`config.mk`:
```
export PLATFORM = sky130hd
export DESIGN_NAME = fe_mode_ctrl
export DESIGN_NICKNAME = d
export VERILOG_FILES = /design/src/fe_ctrl_pkg.sv /design/src/fe_mode_ctrl.sv /design/src/sync_2ff.sv
export SDC_FILE = /design/constraint.sdc
export NUM_CORES = 1
export LEC_CHECK = 0
export BUFFER_PORTS_ARGS = -buffer_cell sky130_fd_sc_hd__buf_2
export CORE_MARGIN = 1
export CORE_UTILIZATION = 44
export CTS_CLUSTER_DIAMETER = 60
export DETAILED_ROUTE_END_ITERATION = 10
export PLACE_DENSITY = 0.79
export SLEW_MARGIN = 20
export SYNTH_ARGS = -nofsm -noshare
export SYNTH_HDL_FRONTEND = slang
export SYNTH_SLANG_ARGS = --single-unit
```
`constraint.sdc`:
```
create_clock -name mclk -period 2.4 [get_ports mclk]
set_clock_uncertainty 0.15 [all_clocks]
set_input_delay 0.12 -clock mclk [delete_from_list [all_inputs] [get_ports mclk]]
set_output_delay 0.12 -clock mclk [all_outputs]
set_load 0.01 [all_outputs]
```
`src/fe_ctrl_pkg.sv`:
```
// shared constants and types for the front-end mode controller
`default_nettype none
package fe_ctrl_pkg;
  // ---------------------------------------------------------------
  // register map (byte addresses, one word each)
  // ---------------------------------------------------------------
  localparam logic [7:0] CTRL_ADDR = 8'h00;
  localparam logic [7:0] POWER_ADDR = 8'h04;
  localparam logic [7:0] STATUS_ADDR = 8'h08;
  localparam logic [7:0] APPLIED_ADDR = 8'h0C;
  // control word fields
  localparam int CTRL_MODE_LSB = 0;
  localparam int CTRL_STATIC_BIT = 2;
  localparam int CTRL_EU_BIT = 3;
  localparam int CTRL_CH26_BIT = 4;
  localparam int CTRL_DIR_BIT = 5;
  // ---------------------------------------------------------------
  // transmit power caps, two's complement dBm codes
  // ---------------------------------------------------------------
  localparam logic [7:0] CAP_AMERICA = 8'hF8;
  localparam logic [7:0] CAP_EUROPE = 8'hF0;
  localparam logic [7:0] CAP_CH26_BYPASS = 8'h06;
  localparam logic [7:0] POWER_RESET = 8'hF0;
  // link-enable mask of the two event links, loaded on a non-static change to tx, rx or passthrough and compared to gate events
  localparam logic [1:0] LINK_MASK = 2'h3;
  // ---------------------------------------------------------------
  // timing: front-end switch time against the 10 MHz clock
  // ---------------------------------------------------------------
  localparam int CLK_PERIOD_NS = 100;
  localparam int SWITCH_TIME_NS = 1000;
  localparam int SETTLE_CYCLES =
    (SWITCH_TIME_NS + CLK_PERIOD_NS - 1) / CLK_PERIOD_NS;
  localparam int SETTLE_W = 4;
  // modes requested by software
  typedef enum logic [1:0] {
    FRONT_END_OFF_REQUEST = 2'h0,
    FRONT_END_TX_REQUEST = 2'h1,
    FRONT_END_RX_REQUEST = 2'h2,
    FRONT_END_PASSTHROUGH_REQUEST = 2'h3
  } fe_mode_t;
  // mode change sequencer
  typedef enum logic [4:0] {
    SEQ_IDLE = 5'h01,
    SEQ_LINK_OFF = 5'h02,
    SEQ_FORCE_LOW = 5'h04,
    SEQ_LOAD = 5'h08,
    SEQ_SETTLE = 5'h10
  } seq_t;
  // the four front-end control pins
  typedef struct packed {
    logic txEn;
    logic rxEn;
    logic bypassSel;
    logic antSel;
  } fe_pins_t;
  // apb request as seen by the slave
  typedef struct packed {
    logic psel;
    logic penable;
    logic pwrite;
    logic [7:0] paddr;
    logic [31:0] pwdata;
  } apb_req_t;
endpackage : fe_ctrl_pkg
`default_nettype wire

```
`src/fe_mode_ctrl.sv`:
```
// front-end amplifier mode controller with apb control registers
`default_nettype none
module fe_mode_ctrl (
  input wire logic mclk,
  input wire logic rst_b,
  input wire logic psel,
  input wire logic penable,
  input wire logic pwrite,
  input wire logic [7:0] paddr,
  input wire logic [31:0] pwdata,
  output logic [31:0] prdata,
  output logic pready,
  output logic pslverr,
  input wire logic radioReady,
  input wire logic radioDisabled,
  output logic txEn,
  output logic rxEn,
  output logic bypassSel,
  output logic antSel,
  output logic [31:0] transmitPowerSetting,
  output logic settleBusy
);
  // ---------------------------------------------------------------
  // state
  // ---------------------------------------------------------------
  typedef struct packed {
    fe_ctrl_pkg::seq_t seq;
    fe_ctrl_pkg::fe_mode_t reqMode;
    fe_ctrl_pkg::fe_mode_t selMode;
    logic [1:0] links;
    logic staticOn;
    logic locked;
    logic regionEu;
    logic chan26;
    logic allowDir;
    logic [7:0] reqPower;
    logic [7:0] appliedPower;
    logic [fe_ctrl_pkg::SETTLE_W-1:0] settleCnt;
    fe_ctrl_pkg::fe_pins_t pins;
    logic [31:0] rdata;
    logic readyPrev;
    logic disPrev;
  } state_t;

  state_t s_q;
  state_t s_d;
  fe_ctrl_pkg::apb_req_t req;
  logic [1:0] evSync;
  logic readyEdge;
  logic disEdge;
  logic wrStrobe;
  logic rdSetup;
  logic mapped;
  logic [7:0] cap;
  fe_ctrl_pkg::fe_pins_t encPins;

  // a count that wraps its counter would end the settle wait early
  if (fe_ctrl_pkg::SETTLE_CYCLES < 1 || fe_ctrl_pkg::SETTLE_CYCLES >=
      (1 << fe_ctrl_pkg::SETTLE_W)) begin : g_settle_chk
    $error("settle counter too narrow");
  end

  // radio events come from another block's pins: synchronise first
  sync_2ff #(.WIDTH(2)) evSyncInst (
    .mclk(mclk),
    .rst_b(rst_b),
    .asyncIn({radioDisabled, radioReady}),
    .syncOut(evSync)
  );

  // ---------------------------------------------------------------
  // apb decode; zero-wait slave, read data is captured at setup
  // ---------------------------------------------------------------
  assign req = '{psel, penable, pwrite, paddr, pwdata};
  assign mapped = (req.paddr == fe_ctrl_pkg::CTRL_ADDR) ||
                  (req.paddr == fe_ctrl_pkg::POWER_ADDR) ||
                  (req.paddr == fe_ctrl_pkg::STATUS_ADDR) ||
                  (req.paddr == fe_ctrl_pkg::APPLIED_ADDR);
  assign wrStrobe = req.psel && req.penable && req.pwrite && mapped;
  assign rdSetup = req.psel && !req.penable && !req.pwrite;
  assign pready = 1'b1;
  assign pslverr = req.psel && req.penable && !mapped;
  assign readyEdge = evSync[0] && !s_q.readyPrev;
  assign disEdge = evSync[1] && !s_q.disPrev;

  // static pin pattern for the requested mode
  always_comb begin
    encPins = '0;
    case (s_q.reqMode)
      fe_ctrl_pkg::FRONT_END_TX_REQUEST: encPins.txEn = 1'b1;
      fe_ctrl_pkg::FRONT_END_RX_REQUEST: encPins.rxEn = 1'b1;
      fe_ctrl_pkg::FRONT_END_PASSTHROUGH_REQUEST: encPins.bypassSel = 1'b1;
      default: encPins = '0;
    endcase
  end

  // power cap: channel 26 tx in america gets a higher cap, and goes through bypass unless static
  always_comb begin
    if (!s_q.regionEu && s_q.chan26 &&
        s_q.reqMode == fe_ctrl_pkg::FRONT_END_TX_REQUEST)
      cap = fe_ctrl_pkg::CAP_CH26_BYPASS;
    else if (s_q.regionEu)
      cap = fe_ctrl_pkg::CAP_EUROPE;
    else
      cap = fe_ctrl_pkg::CAP_AMERICA;
  end

  // ---------------------------------------------------------------
  // next state
  // ---------------------------------------------------------------
  always_comb begin
    s_d = s_q;
    s_d.readyPrev = evSync[0];
    s_d.disPrev = evSync[1];
    // signed compare keeps negative dBm codes ordered correctly
    if ($signed(s_q.reqPower) > $signed(cap))
      s_d.appliedPower = cap;
    else
      s_d.appliedPower = s_q.reqPower;

    // register writes; a write to control starts a mode change when idle and unlocked
    if (wrStrobe && req.paddr == fe_ctrl_pkg::POWER_ADDR)
      s_d.reqPower = req.pwdata[7:0];
    if (wrStrobe && req.paddr == fe_ctrl_pkg::CTRL_ADDR &&
        !s_q.locked && s_q.seq == fe_ctrl_pkg::SEQ_IDLE) begin
      s_d.reqMode = fe_ctrl_pkg::fe_mode_t'(
        req.pwdata[fe_ctrl_pkg::CTRL_MODE_LSB +: 2]);
      s_d.staticOn = req.pwdata[fe_ctrl_pkg::CTRL_STATIC_BIT];
      s_d.regionEu = req.pwdata[fe_ctrl_pkg::CTRL_EU_BIT];
      s_d.chan26 = req.pwdata[fe_ctrl_pkg::CTRL_CH26_BIT];
      s_d.allowDir = req.pwdata[fe_ctrl_pkg::CTRL_DIR_BIT];
      s_d.seq = fe_ctrl_pkg::SEQ_LINK_OFF;
    end

    case (s_q.seq)
      fe_ctrl_pkg::SEQ_IDLE: begin
        // event toggling serves every packet without software help
        if (s_q.links == fe_ctrl_pkg::LINK_MASK) begin
          if (disEdge)
            s_d.pins = '0;
          else if (readyEdge) begin
            // only the selected pin pulses, bypass included
            s_d.pins.txEn =
              s_q.selMode == fe_ctrl_pkg::FRONT_END_TX_REQUEST;
            s_d.pins.rxEn =
              s_q.selMode == fe_ctrl_pkg::FRONT_END_RX_REQUEST;
            s_d.pins.bypassSel = s_q.selMode ==
              fe_ctrl_pkg::FRONT_END_PASSTHROUGH_REQUEST;
          end
        end
      end
      fe_ctrl_pkg::SEQ_LINK_OFF: begin
        s_d.links = '0;
        s_d.seq = fe_ctrl_pkg::SEQ_FORCE_LOW;
      end
      fe_ctrl_pkg::SEQ_FORCE_LOW: begin
        // low first, so tx and rx never overlap across a change
        s_d.pins = '0;
        s_d.seq = fe_ctrl_pkg::SEQ_LOAD;
      end
      fe_ctrl_pkg::SEQ_LOAD: begin
        s_d.seq = fe_ctrl_pkg::SEQ_SETTLE;
        s_d.settleCnt = fe_ctrl_pkg::SETTLE_W'(fe_ctrl_pkg::SETTLE_CYCLES);
        if (s_q.staticOn) begin
          // static: direction modes only when explicitly allowed
          s_d.selMode = fe_ctrl_pkg::FRONT_END_OFF_REQUEST;
          s_d.locked = 1'b1;
          if (s_q.allowDir || s_q.reqMode ==
              fe_ctrl_pkg::FRONT_END_PASSTHROUGH_REQUEST)
            s_d.pins = encPins;
        end else if (s_q.reqMode == fe_ctrl_pkg::FRONT_END_OFF_REQUEST) begin
          s_d.selMode = fe_ctrl_pkg::FRONT_END_OFF_REQUEST;
        end else begin
          if (s_q.chan26 && !s_q.regionEu &&
              s_q.reqMode == fe_ctrl_pkg::FRONT_END_TX_REQUEST)
            s_d.selMode = fe_ctrl_pkg::FRONT_END_PASSTHROUGH_REQUEST;
          else
            s_d.selMode = s_q.reqMode;
          s_d.links = fe_ctrl_pkg::LINK_MASK;
        end
      end
      fe_ctrl_pkg::SEQ_SETTLE: begin
        // events wait until the front end has had time to switch
        s_d.settleCnt = s_q.settleCnt - 1'b1;
        if (s_q.settleCnt == fe_ctrl_pkg::SETTLE_W'(1))
          s_d.seq = fe_ctrl_pkg::SEQ_IDLE;
      end
      default: s_d.seq = fe_ctrl_pkg::SEQ_IDLE;
    endcase
    s_d.pins.antSel = 1'b0;

    // read data captured in the setup cycle
    s_d.rdata = '0;
    if (rdSetup) begin
      case (req.paddr)
        fe_ctrl_pkg::CTRL_ADDR:
          s_d.rdata[5:0] = {s_q.allowDir, s_q.chan26, s_q.regionEu,
                            s_q.staticOn, s_q.reqMode};
        fe_ctrl_pkg::POWER_ADDR: s_d.rdata[7:0] = s_q.reqPower;
        // status: locked, pins, links, busy, spare zero, selection
        fe_ctrl_pkg::STATUS_ADDR:
          s_d.rdata[10:0] = {s_q.locked, s_q.pins, s_q.links,
                             s_q.seq != fe_ctrl_pkg::SEQ_IDLE,
                             1'b0, s_q.selMode};
        fe_ctrl_pkg::APPLIED_ADDR: s_d.rdata[7:0] = s_q.appliedPower;
        default: s_d.rdata = '0;
      endcase
    end
  end

  // all pins low after reset: shutdown, external antenna
  always_ff @(posedge mclk) begin
    if (!rst_b) begin
      s_q <= '0;
      s_q.seq <= fe_ctrl_pkg::SEQ_IDLE;
      s_q.reqPower <= fe_ctrl_pkg::POWER_RESET;
      s_q.appliedPower <= fe_ctrl_pkg::POWER_RESET;
    end else begin
      s_q <= s_d;
    end
  end

  // ---------------------------------------------------------------
  // outputs
  // ---------------------------------------------------------------
  assign txEn = s_q.pins.txEn;
  assign rxEn = s_q.pins.rxEn;
  assign bypassSel = s_q.pins.bypassSel;
  assign antSel = s_q.pins.antSel;
  assign prdata = s_q.rdata;
  assign transmitPowerSetting = {24'h000000, s_q.appliedPower};
  assign settleBusy = s_q.seq != fe_ctrl_pkg::SEQ_IDLE;

  // ---------------------------------------------------------------
  // checks
  // ---------------------------------------------------------------
  // pin and power output patterns that must hold on every cycle
  a_pins_exclusive: assert property (
    @(posedge mclk) disable iff (!rst_b)
    $onehot0({txEn, rxEn, bypassSel}))
    else $error("more than one enable high");
  a_antsel_low: assert property (
    @(posedge mclk) disable iff (!rst_b)
    !antSel)
    else $error("antenna select driven high");
  a_power_high_zero: assert property (
    @(posedge mclk) disable iff (!rst_b)
    transmitPowerSetting[31:8] == 24'h000000)
    else $error("power setting upper bits set");
  // change sequence: links off, pin low, load, then settle
  a_link_off_order: assert property (
    @(posedge mclk) disable iff (!rst_b)
    s_q.seq == fe_ctrl_pkg::SEQ_LINK_OFF |=> s_q.links == '0 ##1
    ({txEn, rxEn, bypassSel} == 3'h0))
    else $error("links or pin not cleared in order");
  a_force_low: assert property (
    @(posedge mclk) disable iff (!rst_b)
    s_q.seq == fe_ctrl_pkg::SEQ_FORCE_LOW |=> s_q.pins == '0)
    else $error("pins not forced low");
  a_settle_wait: assert property (
    @(posedge mclk) disable iff (!rst_b)
    s_q.seq == fe_ctrl_pkg::SEQ_LOAD |=>
    (s_q.seq == fe_ctrl_pkg::SEQ_SETTLE)[*8] ##1
    (s_q.seq == fe_ctrl_pkg::SEQ_SETTLE)[*2] ##1
    s_q.seq == fe_ctrl_pkg::SEQ_IDLE)
    else $error("settle time not ten cycles");
  a_settle_quiet: assert property (
    @(posedge mclk) disable iff (!rst_b)
    s_q.seq == fe_ctrl_pkg::SEQ_SETTLE |=> $stable(s_q.pins))
    else $error("pins moved while settling");
  // event links: ready raises the selected pin, disabled drops all
  a_ready_raise: assert property (
    @(posedge mclk) disable iff (!rst_b)
    s_q.seq == fe_ctrl_pkg::SEQ_IDLE && s_q.links == fe_ctrl_pkg::LINK_MASK
    && readyEdge && !disEdge && !wrStrobe &&
    s_q.selMode == fe_ctrl_pkg::FRONT_END_TX_REQUEST |=> txEn)
    else $error("ready event did not raise pin");
  a_ready_rx: assert property (
    @(posedge mclk) disable iff (!rst_b)
    s_q.seq == fe_ctrl_pkg::SEQ_IDLE && s_q.links == fe_ctrl_pkg::LINK_MASK
    && readyEdge && !disEdge &&
    s_q.selMode == fe_ctrl_pkg::FRONT_END_RX_REQUEST |=> rxEn && !txEn)
    else $error("ready event did not raise receive pin");
  a_bypass_pulse: assert property (
    @(posedge mclk) disable iff (!rst_b)
    s_q.seq == fe_ctrl_pkg::SEQ_IDLE && s_q.links == fe_ctrl_pkg::LINK_MASK
    && readyEdge && !disEdge && s_q.selMode ==
    fe_ctrl_pkg::FRONT_END_PASSTHROUGH_REQUEST |=> bypassSel && !txEn)
    else $error("ready event did not pulse bypass");
  a_dis_lower: assert property (
    @(posedge mclk) disable iff (!rst_b)
    s_q.links == fe_ctrl_pkg::LINK_MASK && disEdge |=>
    ({txEn, rxEn, bypassSel} == 3'h0))
    else $error("disabled event did not lower pin");
  a_links_off_hold: assert property (
    @(posedge mclk) disable iff (!rst_b)
    s_q.seq == fe_ctrl_pkg::SEQ_IDLE &&
    s_q.links != fe_ctrl_pkg::LINK_MASK |=> $stable(s_q.pins))
    else $error("pins moved with links off");
  // power and mode selection
  a_power_cap: assert property (
    @(posedge mclk) disable iff (!rst_b)
    $stable(cap) && $stable(s_q.reqPower) |=>
    $signed(s_q.appliedPower) <= $signed($past(cap)))
    else $error("transmit power above cap");
  a_static_hold: assert property (
    @(posedge mclk) disable iff (!rst_b)
    s_q.locked && s_q.seq == fe_ctrl_pkg::SEQ_IDLE |=>
    $stable(s_q.pins))
    else $error("static pins changed");
  a_off_no_links: assert property (
    @(posedge mclk) disable iff (!rst_b)
    s_q.seq == fe_ctrl_pkg::SEQ_LOAD && !s_q.staticOn &&
    s_q.reqMode == fe_ctrl_pkg::FRONT_END_OFF_REQUEST |=>
    s_q.links == '0 && s_q.selMode == fe_ctrl_pkg::FRONT_END_OFF_REQUEST)
    else $error("shutdown left links on");
  a_ch26_bypass: assert property (
    @(posedge mclk) disable iff (!rst_b)
    s_q.seq == fe_ctrl_pkg::SEQ_LOAD && !s_q.staticOn && s_q.chan26 &&
    !s_q.regionEu && s_q.reqMode == fe_ctrl_pkg::FRONT_END_TX_REQUEST |=>
    s_q.selMode == fe_ctrl_pkg::FRONT_END_PASSTHROUGH_REQUEST)
    else $error("channel 26 not in bypass");
endmodule : fe_mode_ctrl
`default_nettype wire

```
`src/sync_2ff.sv`:
```
// two flip-flop synchroniser for asynchronous level inputs
`default_nettype none
module sync_2ff #(
  parameter int WIDTH = 2
) (
  input wire logic mclk,
  input wire logic rst_b,
  input wire logic [WIDTH-1:0] asyncIn,
  output logic [WIDTH-1:0] syncOut
);
  logic [WIDTH-1:0] meta_q;

  // ---------------------------------------------------------------
  // first stage feeds only the second
  // ---------------------------------------------------------------
  always_ff @(posedge mclk) begin
    if (!rst_b) begin
      meta_q <= '0;
      syncOut <= '0;
    end else begin
      meta_q <= asyncIn;
      syncOut <= meta_q;
    end
  end
endmodule : sync_2ff
`default_nettype wire

```
==> impl_metrics.csv <==
group,metric,value,unit
status,outcome,"finished, violations left",
status,violations,"design-rule violations",
layout,nFillCells,608,
die,chipWidth,84.2,um
timing,hold_violations,0,
setup_path,r2r_setup_slack,0.09,ns
layout,area_growth,6.94,%
power_and_ir_drop,vdd_drop_max,0.000325,V
min_path,hold_depth,3,
min_path,whs_endpoint,"prdata[0]",
setup_path,path_class,"reg -> reg",
clocking,clkLatencyLatePin,0.32,ns
synth,ys_ff_latch,55,
route,vias,2135,
clocking,clock_sink_count,55,
timing,period_share,0.963,
synth,netlist_top_cells_count,"buf_4, dfxtp_1, nor2_1",
synth,synthCells,326,
die,fp.dieH,84.2,um
layout,utilization,0.495,
route,firstDrtPassIters,7,
die,rows,29,
grt,grt_use_total,0.162,
grt,grt_pass1_vias,1844,
timing,tightest_slew,0.585,ns
timing,slew-limit-headroom,0.605,
power_and_ir_drop,combPwrFrac,0.072,
route,postRouteAntennaNets,0,
setup_path,worst_setup_path_end_kind,"register",
layout,diodes,0,
synth,synth-edff-count,0,
synth,yosysMostFrequentCell,"buf_4",
synth,async_reset_ff_frac,0,
route,wl_per_cell,12.4,um
grt,grt_pass1_wl,9050,um
power_and_ir_drop,seq_power_share,0.596,
clocking,clk_path_buf_depth,2,
min_path,min_from,"pwrite",
setup_path,cp_slowest_cell,"dfxtp_2",
power_and_ir_drop,cellLeakagePower,1.45,nW
synth,yosysWarnings,0,
synth,synth_flop_cell,"dfxtp_1",
layout,drive_above_1_share,0.221,
die,fp.dieArea,7090,um2
grt,grt_overflow_total,0,
clocking,root_buffer,"clkbuf_8",
power_and_ir_drop,internal_power,1.16,mW
power_and_ir_drop,power_frac_clock,0.331,
placement,dp.cells,425,
timing,whs,0.00963,ns
layout,design_area,3180,um2
timing,fin_setup_tns,0,ns
setup_path,crit_chain,"and4bb_1 > or2_4 > ha_4 > nand3b_1 > and4b_1 > o32a_1 > a41o_2 > mux2_4",
clocking,clk_pin_slew,0.10,ns
grt,grt_max_degree,24,
timing,fin_crit,2.31,ns
power_and_ir_drop,p_per_area,484,nW/um2
timing,rsz0062_at_grt,"false",
route,first_iter_violations,207,
setup_path,slowest_delay,0.33,ns
placement,placed_area,2990,um2
layout,nets,416,
timing,fmax,0.433,GHz
setup_path,regToRegStartpoint,"s_q[60]",
synth,synth.largest_area_cell,"dfxtp_1",
die,initial_core_util,0.463,
clocking,cts-buffers-inserted,5,
synth,netlist.area_leader.share,0.370,
die,coreArea,6420,um2
clocking,htreeDepth,2,
clocking,post-cts-setup-buffers,0,
synth,synth_area_leaders,"dfxtp_1, buf_4, mux2i_1, mux4_2, nor2_1",
route,drt-total-wl,5500,um
setup_path,arrival,2.37,ns
placement,place.gp.congestion,0.802,
setup_path,worstReg2RegEnd,"transmitPowerSetting[4]",
clocking,cts_tree,"done",
setup_path,crit_fanout,4,
min_path,min_path_type,"in -> reg",
timing,slew_viol_final,0,
grt,antenna_found_initial,0,
placement,dp_hpwl,4120,um
synth,syn_area_per_cell,9.12,um2
die,io_pins,118,
synth,synth.distinct_cells,52,
layout,fin_cells,443,
route,drc,21,
synth,syn_area,2970,um2
setup_path,cp.required,2.46,ns
placement,port_buffers,46,
setup_path,r2r_cells,8,
synth,ys_seq_area_frac,0.370,
route,routed_via_density,4.82,
power_and_ir_drop,switching_share,0.244,
flow_run,maxCapViolCount,0,
setup_path,start_kind,"register",
timing,setup_viol,0,
power_and_ir_drop,switchingPower,0.374,mW
-- critical path, delay by kind of cell, from the launching register on --
family | cells | cell delay [ns]
mux | 1 | 0.31
flops | 1 | 0.33
simple gates | 4 | 0.70
fa+ha+maj | 1 | 0.27
compound gates | 2 | 0.45
-- cells by family (layout without fill, tap and decap cells) --
logic type / Yosys count / in the layout / share of synthesized area
AND/OR/NAND/NOR: 107 / 107 / 0.197
flip-flops: 55 / 55 / 0.370
buffers and inverters: 90 / 85 / 0.205
AO/OA/AOI/OAI: 42 / 42 / 0.0930
other: 2 / 47 / 0.00253
XOR/XNOR: 2 / 2 / 0.00589
multiplexers: 24 / 24 / 0.110
adder cells (fa/ha/maj): 4 / 4 / 0.0168
-- final cells by class --
class	count	area [um2]	area share
clock inverters	3	18.8	0.00590
well taps	77	96.3	0.0303
multi-input cells	226	1450	0.456
inverters	12	45.0	0.0142
clock buffers	5	68.8	0.0216
flip-flops and latches	55	1100	0.347
repair buffers	65	398	0.125
-- cells in the final DEF (no fill, tap or decap), drive strengths merged, types with 3 or more instances in the layout --
cell / netlist / routed
nor4: 3 / 3
a31oi: 3 / 3
or3: 5 / 5
inv: 12 / 13
and2: 11 / 11
nor3b: 4 / 4
a21oi: 13 / 13
mux4: 5 / 5
a211oi: 3 / 3
nand3: 4 / 4
nor2: 22 / 22
mux2: 5 / 5
nand2b: 7 / 7
and3: 7 / 7
nor2b: 6 / 6
buf: 70 / 55
dlygate4sd3: 0 / 10
o21ai: 10 / 10
ha: 4 / 4
clkbuf: 8 / 5
conb: 2 / 47
nor3: 9 / 9
dfxtp: 55 / 55
nand2: 20 / 20
mux2i: 14 / 14
-- registers in the layout, summed over array words and instances (netlist names) --
name and flops:
prdata 11, bypassSel 1, rxEn 1, evSyncInst.syncOut 2, transmitPowerSetting 8, s_q 29, evSyncInst.meta_q 2, txEn 1
-- power groups by stage --
stage,Clock (mW),Sequential (mW),Combinational (mW)
after floorplan,0,0.938,0.123
after global placement,0,0.938,0.0957
after CTS,0.517,0.917,0.109
after global routing,0.574,0.918,0.123
final,0.510,0.917,0.111
after detailed placement,0,0.938,0.0973
-- what timing repair did --
action	in CTS	in global routing
setup endpoints to repair	0	3
endpoints found under the hold margin	16	0
resized for setup	0	1
hold buffers	10	0
-- per-layer routing --
layer	wire length [um]	vias up	part of all wire	global-route usage
met1	2510	950	0.46	0.222
met5	0	-	0	0
met2	2490	104	0.45	0.260
met4	34	0	0.0062	0.0282
li1	-	1077	-	-
met3	466	4	0.085	0.0452
-- worst max path at each step --
stage / endpoint / cells past startpoint / from / slack [ns]
2_1_floorplan: transmitPowerSetting[4] / 10 / s_q[60] / -0.03
3_3_place_gp: transmitPowerSetting[4] / 8 / s_q[60] / 0.13
3_5_place_dp: transmitPowerSetting[4] / 8 / s_q[60] / 0.08
4_1_cts: transmitPowerSetting[4] / 8 / s_q[60] / 0.07
5_1_grt: transmitPowerSetting[4] / 8 / s_q[67] / 0.02
6_report: transmitPowerSetting[4] / 8 / s_q[60] / 0.09
-- metrics by stage --
step           total power [mW]  setup WS [ns]
2_1_floorplan              1.06        -0.0327
3_3_place_gp               1.03          0.126
3_5_place_dp               1.04         0.0828
4_1_cts                    1.54         0.0693
5_1_grt                    1.61         0.0187
6_report                   1.54         0.0886
Power figures use the tool's default switching activity.
